File: src/design/dbg_access_pkg.sv
// constants, layouts and types shared by the debug access and run control block
package dbg_access_pkg;
   // ***********************
   // service bus geometry
   // ***********************
   localparam int SVC_ADDR_W = 36;
   localparam logic [3:0] SLV_DEBUG = 4'h1;
   localparam logic [3:0] SLV_MEM_A = 4'h4;
   localparam logic [3:0] SLV_MEM_B = 4'h5;
   localparam logic [3:0] SLV_MEMSVC = 4'h6;
   // ***********************
   // security windows
   // ***********************
   localparam logic [35:0] MBOX_LO = 36'h100000110;
   localparam logic [35:0] MBOX_HI = 36'h100000118;
   localparam logic [35:0] USER_LO = 36'h580800000;
   localparam logic [35:0] USER_HI = 36'h581000000;
   localparam logic [35:0] FCTL_LO = 36'h5fffe0000;
   localparam logic [35:0] FCTL_HI = 36'h5fffe0400;
   localparam logic [35:0] FLASH_BASE = 36'h580000000;
   localparam logic [31:0] BLOCKED_RDATA = 32'h00000000;
   // ***********************
   // debug register offsets
   // ***********************
   localparam logic [11:0] OFF_DEV_CTRL = 12'h000;
   localparam logic [11:0] OFF_DEV_STAT = 12'h004;
   localparam logic [11:0] OFF_DBG_PC = 12'h008;
   localparam logic [11:0] OFF_DBG_INSN = 12'h00c;
   localparam logic [11:0] OFF_RET_ADDR = 12'h010;
   localparam logic [11:0] OFF_RET_STAT = 12'h014;
   localparam logic [11:0] OFF_BP_BASE = 12'h020;
   localparam logic [11:0] OFF_BP_EN = 12'h040;
   localparam logic [11:0] OFF_MBOX_C2D = 12'h110;
   localparam logic [11:0] OFF_MBOX_D2C = 12'h114;
   localparam logic [11:0] OFF_MBOX_STAT = 12'h118;
   // control bits
   localparam int CTRL_MONITOR = 0;
   localparam int CTRL_UBREAK = 1;
   // ***********************
   // memory service offsets
   // ***********************
   localparam logic [11:0] OFF_MS_CTRL = 12'h000;
   localparam logic [11:0] OFF_MS_STAT = 12'h004;
   localparam logic [11:0] OFF_MS_BASE = 12'h008;
   localparam logic [11:0] OFF_MS_SIZE = 12'h00c;
   localparam logic [11:0] OFF_MS_CRC = 12'h010;
   localparam logic [11:0] OFF_MS_TPTR = 12'h014;
   localparam int MS_CRC_GO = 0;
   localparam int MS_TRACE_EN = 1;
   // ***********************
   // reset values and crc
   // ***********************
   localparam logic [31:0] RST_WORD = 32'h00000000;
   localparam logic [31:0] CRC_INIT = 32'hffffffff;
   localparam logic [31:0] CRC_POLY = 32'hedb88320;
   localparam logic [31:0] WORD_STEP = 32'h00000004;
   // ***********************
   // types
   // ***********************
   typedef struct packed {
      logic we;
      logic [11:0] off;
      logic [31:0] wdata;
      logic [3:0] sel;
   } reg_access_t;
   typedef enum {ST_IDLE, ST_MEM_FWD, ST_CRC_RD, ST_TRACE_WR} bus_state_t;
   // byte-lane merge for partial writes
   function automatic logic [31:0] lane_merge(input logic [31:0] old, input logic [31:0] wd,
                                              input logic [3:0] sel);
      logic [31:0] r;
      r = old;
      for (int i = 0; i < 4; i++) begin
         if (sel[i]) begin
            r[8*i +: 8] = wd[8*i +: 8];
         end
      end
      return r;
   endfunction : lane_merge
   // one word into a reflected crc32
   function automatic logic [31:0] crc_word(input logic [31:0] c, input logic [31:0] d);
      logic [31:0] r;
      r = c ^ d;
      for (int i = 0; i < 32; i++) begin
         r = r[0] ? ((r >> 1) ^ CRC_POLY) : (r >> 1);
      end
      return r;
   endfunction : crc_word
endpackage : dbg_access_pkg

File: src/design/debug_access_security_and_run_control.sv
// service bus security filter, debug run control, mailbox and memory service unit
`timescale 1ns/1ps
module debug_access_security_and_run_control
   import dbg_access_pkg::*;
#(
   parameter int NUM_PBP = 6,
   parameter int NUM_DBP = 2
) (
   input wire logic clk_i,
   input wire logic rst_i,
   input wire logic [35:0] adr_i,
   input wire logic [31:0] dat_i,
   output logic [31:0] dat_o,
   input wire logic we_i,
   input wire logic [3:0] sel_i,
   input wire logic cyc_i,
   input wire logic stb_i,
   output logic ack_o,
   output logic err_o,
   input wire logic security_bit_i,
   input wire logic user_code_protect_flag_i,
   input wire logic [31:0] boot_region_size_i,
   input wire logic [31:0] flash_size_i,
   input wire logic [31:0] cpu_pc_i,
   input wire logic cpu_exec_i,
   input wire logic [31:0] cpu_sr_i,
   input wire logic [31:0] cpu_data_addr_i,
   input wire logic cpu_data_acc_i,
   input wire logic cpu_bkpt_insn_i,
   input wire logic cpu_debug_ret_i,
   input wire logic cpu_priv_i,
   input wire logic cpu_dr_req_i,
   input wire logic cpu_dr_we_i,
   input wire logic [11:0] cpu_dr_addr_i,
   input wire logic [31:0] cpu_dr_wdata_i,
   output logic [31:0] cpu_dr_rdata_o,
   output logic cpu_dr_ack_o,
   output logic cpu_dr_err_o,
   output logic cpu_halt_o,
   output logic cpu_debug_mode_o,
   output logic cpu_monitor_o,
   output logic [31:0] dinst_data_o,
   output logic dinst_valid_o,
   output logic mem_cyc_o,
   output logic mem_we_o,
   output logic [31:0] mem_adr_o,
   output logic [31:0] mem_dat_o,
   output logic [3:0] mem_sel_o,
   input wire logic mem_ack_i,
   input wire logic [31:0] mem_dat_i,
   input wire logic trace_valid_i,
   input wire logic [31:0] trace_data_i,
   output logic trace_ready_o
);
   localparam int NUM_BP = NUM_PBP + NUM_DBP;

   bus_state_t state_reg;
   logic [3:0] slave;
   logic svc_req, permit, mapped, to_mem, svc_reg, in_flash;
   logic lock, can_enter, trigger, pbp_hit, dbp_hit, ubreak;
   logic [NUM_BP-1:0] hit;
   logic [31:0] bp_addr_reg [NUM_BP];
   logic [NUM_BP-1:0] bp_en_reg;
   logic monitor_reg, debug_reg, mon_active_reg;
   logic [31:0] ret_addr_reg, ret_stat_reg;
   logic [31:0] c2d_reg, d2c_reg;
   logic c2d_full_reg, d2c_full_reg;
   reg_access_t acc;
   logic acc_v, acc_cpu, cpu_ok;
   logic [31:0] dbg_rd, ms_rd;
   logic [31:0] ms_base_reg, ms_size_reg, crc_reg, crc_res_reg, ptr_reg;
   logic trace_en_reg, crc_busy_reg, wrapped_reg, ms_wr;

   // ***********************
   // service bus decode and security filter
   // ***********************
   assign slave = adr_i[35:32];
   assign svc_req = cyc_i & stb_i & ~ack_o & ~err_o & (state_reg == ST_IDLE);
   assign lock = security_bit_i & user_code_protect_flag_i;
   assign in_flash = (adr_i >= FLASH_BASE + {4'h0, boot_region_size_i})
                   && (adr_i < FLASH_BASE + {4'h0, flash_size_i});
   // every access judged on its own address, no memory of earlier ones
   always_comb begin
      if (!security_bit_i) begin
         permit = 1'b1;
      end else begin
         permit = (adr_i >= MBOX_LO && adr_i <= MBOX_HI)
                || (adr_i >= USER_LO && adr_i < USER_HI && !we_i)
                || (user_code_protect_flag_i && adr_i >= FCTL_LO && adr_i < FCTL_HI)
                || (user_code_protect_flag_i && in_flash);
      end
   end
   assign mapped = (slave == SLV_DEBUG) || (slave == SLV_MEM_A) || (slave == SLV_MEM_B)
                 || (slave == SLV_MEMSVC);
   assign to_mem = (slave == SLV_MEM_A) || (slave == SLV_MEM_B);
   assign svc_reg = svc_req & permit & mapped & ~to_mem;

   // ***********************
   // bus sequencer: forwarding, crc reads, trace writes
   // ***********************
   // service requests win over crc and trace so the debugger is never starved
   always_ff @(posedge clk_i) begin
      if (rst_i) begin
         state_reg <= ST_IDLE;
      end else begin
         case (state_reg)
            ST_IDLE: begin
               if (svc_req && permit && to_mem) begin
                  state_reg <= ST_MEM_FWD;
               end else if (!(cyc_i && stb_i) && crc_busy_reg) begin
                  state_reg <= ST_CRC_RD;
               end else if (!(cyc_i && stb_i) && trace_en_reg && trace_valid_i) begin
                  state_reg <= ST_TRACE_WR;
               end
            end
            ST_MEM_FWD, ST_CRC_RD, ST_TRACE_WR: begin
               if (mem_ack_i) begin
                  state_reg <= ST_IDLE;
               end
            end
            default: state_reg <= ST_IDLE;
         endcase
      end
   end
   // memory master signals follow the state; addresses held while waiting
   always_comb begin
      mem_cyc_o = state_reg != ST_IDLE;
      mem_we_o = 1'b0;
      mem_adr_o = adr_i[31:0];
      mem_dat_o = dat_i;
      mem_sel_o = sel_i;
      case (state_reg)
         ST_MEM_FWD: mem_we_o = we_i;
         ST_CRC_RD: begin
            mem_adr_o = ms_base_reg + ptr_reg;
            mem_sel_o = 4'hf;
         end
         ST_TRACE_WR: begin
            mem_we_o = 1'b1;
            mem_adr_o = ms_base_reg + ptr_reg;
            mem_dat_o = trace_data_i;
            mem_sel_o = 4'hf;
         end
         default: mem_cyc_o = 1'b0;
      endcase
   end
   assign trace_ready_o = (state_reg == ST_TRACE_WR) & mem_ack_i;

   // answer to the service master: one cycle after the request for registers
   always_ff @(posedge clk_i) begin
      if (rst_i) begin
         ack_o <= 1'b0;
         err_o <= 1'b0;
         dat_o <= RST_WORD;
      end else begin
         ack_o <= 1'b0;
         err_o <= 1'b0;
         if (svc_req && !(permit && mapped)) begin
            err_o <= 1'b1;
            dat_o <= BLOCKED_RDATA;
         end else if (svc_reg) begin
            ack_o <= 1'b1;
            dat_o <= (slave == SLV_DEBUG) ? dbg_rd : ms_rd;
         end else if (state_reg == ST_MEM_FWD && mem_ack_i) begin
            ack_o <= 1'b1;
            dat_o <= mem_dat_i;
         end
      end
   end

   // ***********************
   // debug register access arbitration
   // ***********************
   // the service bus has priority; a cpu access simply waits a cycle
   assign cpu_ok = cpu_dr_req_i & ~cpu_dr_ack_o & ~cpu_dr_err_o
                 & ~(svc_reg & (slave == SLV_DEBUG));
   always_comb begin
      acc_v = 1'b0;
      acc_cpu = 1'b0;
      acc = '{we: we_i, off: adr_i[11:0], wdata: dat_i, sel: sel_i};
      if (svc_reg && slave == SLV_DEBUG) begin
         acc_v = 1'b1;
      end else if (cpu_ok && cpu_priv_i) begin
         acc_v = 1'b1;
         acc_cpu = 1'b1;
         acc = '{we: cpu_dr_we_i, off: cpu_dr_addr_i, wdata: cpu_dr_wdata_i, sel: 4'hf};
      end
   end
   // cpu answer; an unprivileged attempt is refused and changes nothing
   always_ff @(posedge clk_i) begin
      if (rst_i) begin
         cpu_dr_ack_o <= 1'b0;
         cpu_dr_err_o <= 1'b0;
         cpu_dr_rdata_o <= RST_WORD;
      end else begin
         cpu_dr_ack_o <= acc_v & acc_cpu;
         cpu_dr_err_o <= cpu_ok & ~cpu_priv_i;
         if (acc_v && acc_cpu) begin
            cpu_dr_rdata_o <= dbg_rd;
         end
      end
   end
   // debug register read mux
   always_comb begin
      dbg_rd = RST_WORD;
      case (acc.off)
         OFF_DEV_CTRL: dbg_rd = {30'h0, 1'b0, monitor_reg};
         OFF_DEV_STAT: dbg_rd = {29'h0, cpu_halt_o, mon_active_reg, debug_reg};
         OFF_DBG_PC: dbg_rd = cpu_pc_i;
         OFF_DBG_INSN: dbg_rd = dinst_data_o;
         OFF_RET_ADDR: dbg_rd = ret_addr_reg;
         OFF_RET_STAT: dbg_rd = ret_stat_reg;
         OFF_BP_EN: dbg_rd = {{(32-NUM_BP){1'b0}}, bp_en_reg};
         OFF_MBOX_C2D: dbg_rd = c2d_reg;
         OFF_MBOX_D2C: dbg_rd = d2c_reg;
         OFF_MBOX_STAT: dbg_rd = {30'h0, d2c_full_reg, c2d_full_reg};
         default: begin
            for (int i = 0; i < NUM_BP; i++) begin
               if (acc.off == OFF_BP_BASE + 12'(4 * i)) begin
                  dbg_rd = bp_addr_reg[i];
               end
            end
         end
      endcase
   end

   // ***********************
   // breakpoint comparators
   // ***********************
   genvar g;
   generate
      for (g = 0; g < NUM_BP; g++) begin : g_bp
         always_ff @(posedge clk_i) begin
            if (rst_i) begin
               bp_addr_reg[g] <= RST_WORD;
            end else if (acc_v && acc.we && acc.off == OFF_BP_BASE + 12'(4 * g)) begin
               bp_addr_reg[g] <= lane_merge(bp_addr_reg[g], acc.wdata, acc.sel);
            end
         end
         if (g < NUM_PBP) begin : g_prog
            assign hit[g] = bp_en_reg[g] & cpu_exec_i & (cpu_pc_i == bp_addr_reg[g]);
         end else begin : g_data
            assign hit[g] = bp_en_reg[g] & cpu_data_acc_i
                          & (cpu_data_addr_i[31:2] == bp_addr_reg[g][31:2]);
         end
      end
   endgenerate
   assign pbp_hit = |hit[NUM_PBP-1:0];
   assign dbp_hit = |hit[NUM_BP-1:NUM_PBP];

   // control, enables and instruction register
   always_ff @(posedge clk_i) begin
      if (rst_i) begin
         monitor_reg <= 1'b0;
         bp_en_reg <= '0;
         dinst_data_o <= RST_WORD;
         dinst_valid_o <= 1'b0;
      end else begin
         dinst_valid_o <= 1'b0;
         if (acc_v && acc.we && acc.off == OFF_DEV_CTRL && acc.sel[0]) begin
            monitor_reg <= acc.wdata[CTRL_MONITOR];
         end
         if (acc_v && acc.we && acc.off == OFF_BP_EN && acc.sel[0]) begin
            bp_en_reg <= acc.wdata[NUM_BP-1:0];
         end
         if (acc_v && !acc_cpu && acc.we && acc.off == OFF_DBG_INSN) begin
            dinst_data_o <= lane_merge(dinst_data_o, acc.wdata, acc.sel);
            dinst_valid_o <= cpu_halt_o;
         end
      end
   end

   // ***********************
   // run control
   // ***********************
   assign ubreak = acc_v & ~acc_cpu & acc.we & (acc.off == OFF_DEV_CTRL) & acc.sel[0]
                 & acc.wdata[CTRL_UBREAK];
   // protected code may only debug itself through the monitor
   assign can_enter = ~debug_reg & (~lock | monitor_reg);
   assign trigger = can_enter & (ubreak | pbp_hit | dbp_hit | cpu_bkpt_insn_i);
   always_ff @(posedge clk_i) begin
      if (rst_i) begin
         debug_reg <= 1'b0;
         mon_active_reg <= 1'b0;
         ret_addr_reg <= RST_WORD;
         ret_stat_reg <= RST_WORD;
      end else if (trigger) begin
         debug_reg <= 1'b1;
         mon_active_reg <= monitor_reg;
         ret_addr_reg <= cpu_pc_i;
         ret_stat_reg <= cpu_sr_i;
      end else if (cpu_debug_ret_i) begin
         debug_reg <= 1'b0;
         mon_active_reg <= 1'b0;
      end
   end
   assign cpu_debug_mode_o = debug_reg;
   assign cpu_halt_o = debug_reg & ~mon_active_reg;
   assign cpu_monitor_o = mon_active_reg;

   // ***********************
   // mailbox
   // ***********************
   // a full flag is set by the writer and cleared by the reader's read
   always_ff @(posedge clk_i) begin
      if (rst_i) begin
         c2d_reg <= RST_WORD;
         d2c_reg <= RST_WORD;
         c2d_full_reg <= 1'b0;
         d2c_full_reg <= 1'b0;
      end else if (acc_v) begin
         if (acc.we && acc_cpu && acc.off == OFF_MBOX_C2D) begin
            c2d_reg <= acc.wdata;
            c2d_full_reg <= 1'b1;
         end else if (!acc.we && !acc_cpu && acc.off == OFF_MBOX_C2D) begin
            c2d_full_reg <= 1'b0;
         end
         if (acc.we && !acc_cpu && acc.off == OFF_MBOX_D2C) begin
            d2c_reg <= lane_merge(d2c_reg, acc.wdata, acc.sel);
            d2c_full_reg <= 1'b1;
         end else if (!acc.we && acc_cpu && acc.off == OFF_MBOX_D2C) begin
            d2c_full_reg <= 1'b0;
         end
      end
   end

   // ***********************
   // memory service unit
   // ***********************
   assign ms_wr = svc_reg & we_i & (slave == SLV_MEMSVC);
   always_comb begin
      case (adr_i[11:0])
         OFF_MS_CTRL: ms_rd = {30'h0, trace_en_reg, 1'b0};
         OFF_MS_STAT: ms_rd = {30'h0, wrapped_reg, crc_busy_reg};
         OFF_MS_BASE: ms_rd = ms_base_reg;
         OFF_MS_SIZE: ms_rd = ms_size_reg;
         OFF_MS_CRC: ms_rd = crc_res_reg;
         OFF_MS_TPTR: ms_rd = ptr_reg;
         default: ms_rd = RST_WORD;
      endcase
   end
   // ptr walks the block for crc and the ring for trace; wrap limits it to size
   always_ff @(posedge clk_i) begin
      if (rst_i) begin
         ms_base_reg <= RST_WORD;
         ms_size_reg <= RST_WORD;
         trace_en_reg <= 1'b0;
         crc_busy_reg <= 1'b0;
         wrapped_reg <= 1'b0;
         ptr_reg <= RST_WORD;
         crc_reg <= CRC_INIT;
         crc_res_reg <= RST_WORD;
      end else begin
         if (ms_wr && adr_i[11:0] == OFF_MS_BASE) begin
            ms_base_reg <= lane_merge(ms_base_reg, dat_i, sel_i);
         end
         if (ms_wr && adr_i[11:0] == OFF_MS_SIZE) begin
            ms_size_reg <= lane_merge(ms_size_reg, dat_i, sel_i);
         end
         if (ms_wr && adr_i[11:0] == OFF_MS_CTRL && sel_i[0]) begin
            trace_en_reg <= dat_i[MS_TRACE_EN] && ms_size_reg != RST_WORD;
            crc_busy_reg <= dat_i[MS_CRC_GO] && ms_size_reg != RST_WORD;
            ptr_reg <= RST_WORD;
            wrapped_reg <= 1'b0;
            crc_reg <= CRC_INIT;
         end else if (state_reg == ST_CRC_RD && mem_ack_i) begin
            crc_reg <= crc_word(crc_reg, mem_dat_i);
            ptr_reg <= ptr_reg + WORD_STEP;
            if (ptr_reg + WORD_STEP >= ms_size_reg) begin
               crc_busy_reg <= 1'b0;
               crc_res_reg <= ~crc_word(crc_reg, mem_dat_i);
            end
         end else if (state_reg == ST_TRACE_WR && mem_ack_i) begin
            if (ptr_reg + WORD_STEP >= ms_size_reg) begin
               ptr_reg <= RST_WORD;
               wrapped_reg <= 1'b1;
            end else begin
               ptr_reg <= ptr_reg + WORD_STEP;
            end
         end
      end
   end
endmodule : debug_access_security_and_run_control

File: config.mk
export PLATFORM = sky130hd
export DESIGN_NAME = debug_access_security_and_run_control
export DESIGN_NICKNAME = d
export VERILOG_FILES = /design/src/design/dbg_access_pkg.sv /design/src/design/debug_access_security_and_run_control.sv
export SDC_FILE = /design/constraint.sdc
export NUM_CORES = 2
export LEC_CHECK = 0
export BUFFER_PORTS_ARGS = -buffer_cell sky130_fd_sc_hd__buf_4
export CAP_MARGIN = 20
export CORE_MARGIN = 1.5
export CORE_UTILIZATION = 25
export CTS_CLUSTER_SIZE = 12
export DETAILED_ROUTE_END_ITERATION = 10
export SLEW_MARGIN = 30
export SYNTH_ARGS = -nofsm -noshare
export SYNTH_HDL_FRONTEND = slang
export SYNTH_SLANG_ARGS = --single-unit
File: constraint.sdc
create_clock -name clk_i -period 12.55 [get_ports clk_i]
set_input_delay 2.51 -clock clk_i [delete_from_list [all_inputs] [get_ports clk_i]]
set_output_delay 2.51 -clock clk_i [all_outputs]
set_load 0.005 [all_outputs]
==> reports/qor.csv <==
metric,value,unit
Final Skew,0.0384,ns
placed cell area,47100,um2
Synth Instances,4433,
"commonest non-fill, non-tap cell in the layout",buf_4,
crit path buf inv count,4,
outcome,"complete, no violations",
placed cell count,6915,
Post-synth EDFFs,256,
r2r endpoint,ptr_reg[16]$_SDFFE_PP0P_,
share of cells above drive strength 1,20.8,%
Net Sw Frac,43.5,%
Comb pwr share,50.6,%
PostCTS Resize Cnt,0,
core footprint,161000,um2
First DRT Iteration DRCs,5242,
Crit path arrival time,8.52,ns
setup ws final,4.36,ns
crit start category,input pin,
CTS tree,built,
RSZ-0062 raised after global routing,false,
Net Switching,4250,uW
Die Area,165000,um2
WL/cell,31.4,um
setup violators final,0,
Die Wd,406,um
Worst VDD drop,0.463,mV
worst-path cell chain,"buf_4, or4_1, nor2_1, nand2_1, or4_1, o311a_1, a21boi_1, or3_1, buf_4, nand2_2, buf_4, mux2_2, nand2_2, buf_4, o21bai_1",
first-pass GRT wire length,296000,um
worst-path fanout max,43,
HP Class,flip-flop to flip-flop,
Pwr Density,195,nW/um2
Fill cells,17022,
Worst R2R Setup Slack,6.36,ns
Setup WS pre-CTS,3.72,ns
final instance area,50000,um2
maxcap violations,0,
cell-internal power,5520,uW
"most used cell, CP",buf_4,
Finished Layout Cells,7079,
synthesis-to-finish area growth,23.0,%
drt total wl,223000,um
Residual DRC,0,
WP data required,12.87,ns
fmax,122,MHz
"slowest stage delay, CP",0.76,ns
Final ANT Viol Nets,0,
Syn. warnings,0,
largest net degree at the start of global routing,156,
Yosys reg bits,661,
CP top delay family,simple AND/OR/NAND/NOR gates,
most frequent cells in the layout,"buf_4 (629), nor2_1 (591), dfxtp_1 (404)",
Vias,38776,
overall routing resource usage,26.0,%
"Hold Vio Cnt, Final",0,
Reg power frac,23.8,%
drt pass-1 iters,9,
synth unique cells,87,
# IOs,531,
asr flop ratio synth,0,%
CP max stage cell,o21bai_1,
Max Slew Vio Count,0,
buffers added on ports,528,
CTS buffer count,79,
syn_nets,4916,
syn_area_per_cell,9.17,um2
Setup CP Type,input pin to flip-flop,
"Primary FF master, synth",dfxtp_1,
Num Clock Sinks,661,
drt via density,5.48,
Hold EP,cpu_dr_rdata_o[2]$_SDFFE_PP0P_,
starting density of the core,25.2,%
post-CTS setup buffers,0,
GRT overflow,0,
Worst-path clk slew,0.06,ns
gp weighted congestion,1.02,
DP HPWL,176000,um
CTS Hold Buffers Added,0,
Rows,147,
min-delay src,cpu_dr_rdata_o[2]$_SDFFE_PP0P_,
Min-Delay Path Depth,2,
CP Capture Type,flip-flop,
TNS Setup,0,ns
clock share of power,25.6,%
vias in the first global route,36125,
final worst path period share,65.3,%
Final Critical Period,8.19,ns
sequential element share of the synthesized area,38.8,%
post-synthesis cell area,40700,um2
Least-Margin Pin Slew,1.12,ns
Layout Nets,5319,
Clock Tree Root,clkbuf_16,
Max-slew headroom,24.2,%
number of H-tree levels,3,
initial antenna violation count,33,
leakage power,0.0192,uW
worst skew pair latency,0.72,ns
Max Root-Sink Buffers,3,
Die Ht,406,um
R2R cell count,22,
max reg flops,256,
r2r startpoint,ptr_reg[2]$_SDFFE_PP0P_,
-- worst reg2reg max path, cell delays in order (launching register included) --
cell and delay [ns]:
dfxtp_1 0.57, ha_1 0.29, and3_1 0.26, and3_1 0.26, and3_1 0.31, and3_1 0.27, and3_1 0.31, nand3_1 0.13
xnor2_1 0.22, ha_1 0.28, a21o_1 0.16, a21o_1 0.17, a21o_1 0.17, a21o_1 0.17, a21oi_1 0.15, nor2b_1 0.06
a2111oi_0 0.83, o31ai_1 0.19, and2_1 0.22, nor2_1 0.45, buf_4 0.33, nand3b_1 0.10, a21oi_1 0.17
-- area by class of cell --
class | count | area [um2] | share of cell area [%]
Antenna cell | 19 | 47.5 | 0.0951
Tap cell | 2160 | 2700 | 5.40
Clock buffer | 119 | 2450 | 4.89
Clock inverter | 26 | 355 | 0.710
Sequential cell | 661 | 15800 | 31.6
Inverter | 127 | 477 | 0.953
Timing Repair Buffer | 633 | 4770 | 9.54
Multi-Input combinational cell | 3334 | 23400 | 46.8
-- through the flow --
step                total power [uW]  hold WS [ns]  util (%)
finish                          9770         0.456      31.0
global route                   10000         0.474      31.0
CTS                             9690         0.458      31.0
detailed placement              7180         0.448      29.3
global placement                7220         0.442      29.2
floorplan                       5530         0.424         -
-- power by group through the flow --
| stage | clock (uW) | sequential (uW) | combinational, uW |
|---|---|---|---|
| after global placement | 0 | 2370 | 4860 |
| after floorplan | 0 | 2350 | 3180 |
| after CTS | 2510 | 2320 | 4860 |
| after global routing | 2590 | 2330 | 5080 |
| after detailed placement | 0 | 2370 | 4810 |
| final | 2500 | 2330 | 4940 |
-- kinds of logic after synthesis --
family	share of synthesized area (%)
simple gates	16.0
compound gates	15.6
flops	38.8
xor+xnor	14.3
buf+inv	4.18
mux	7.09
fa+ha+maj	3.91
-- metal layers --
metal / routed length [um] / GRT usage [%] / part of all wire, %
met1: 84200 / 31.8 / 38
met2: 101000 / 41.6 / 45
met3: 24400 / 7.13 / 11
met4: 12700 / 13.1 / 5.7
met5: 187 / 0 / 0.084
-- synthesized netlist by cell type (23+ instances only) --
| master | count | area [um2] |
|---|---|---|
| a21o_1 | 62 | 465 |
| nor2_1 | 594 | 2230 |
| o21bai_1 | 26 | 195 |
| nor3_1 | 45 | 225 |
| nor4_1 | 74 | 463 |
| dfxtp_1 | 405 | 8110 |
| mux2_2 | 98 | 1100 |
| or2_2 | 39 | 244 |
| a222oi_1 | 57 | 571 |
| a22oi_1 | 63 | 473 |
| nand3b_1 | 28 | 210 |
| xnor2_1 | 282 | 2470 |
| mux2i_1 | 178 | 1780 |
| xor2_1 | 223 | 1950 |
| o211ai_1 | 25 | 188 |
| a211oi_1 | 90 | 676 |
| xnor2_4 | 25 | 688 |
| buf_2 | 34 | 170 |
| and3_1 | 39 | 244 |
| ha_1 | 127 | 1590 |
| xnor2_2 | 23 | 374 |
| clkbuf_1 | 254 | 953 |
| nand3_1 | 123 | 616 |
| nand2b_1 | 23 | 144 |
| o21ai_0 | 190 | 951 |
| edfxtp_1 | 256 | 7690 |
| a21oi_1 | 231 | 1160 |
| nand2_1 | 283 | 1060 |
| nand4_1 | 70 | 438 |
| o22ai_1 | 29 | 181 |
| inv_1 | 126 | 473 |
-- how the worst max path moves through the flow --
stage	start	end	slack, ns	cells past startpoint
2_1_floorplan	adr_i[15]	bp_addr_reg[1][72]$_SDFFCE_PN0P_	6.02	14
3_3_place_gp	adr_i[16]	bp_addr_reg[0][125]$_SDFFCE_PN0P_	3.74	15
3_5_place_dp	adr_i[16]	bp_addr_reg[0][125]$_SDFFCE_PN0P_	3.72	15
4_1_cts	adr_i[16]	bp_addr_reg[0][121]$_SDFFCE_PN0P_	4.44	15
5_1_grt	adr_i[16]	bp_addr_reg[0][121]$_SDFFCE_PN0P_	4.26	15
6_report	adr_i[16]	bp_addr_reg[0][121]$_SDFFCE_PN0P_	4.36	15
(Power assumes the default switching activity.)
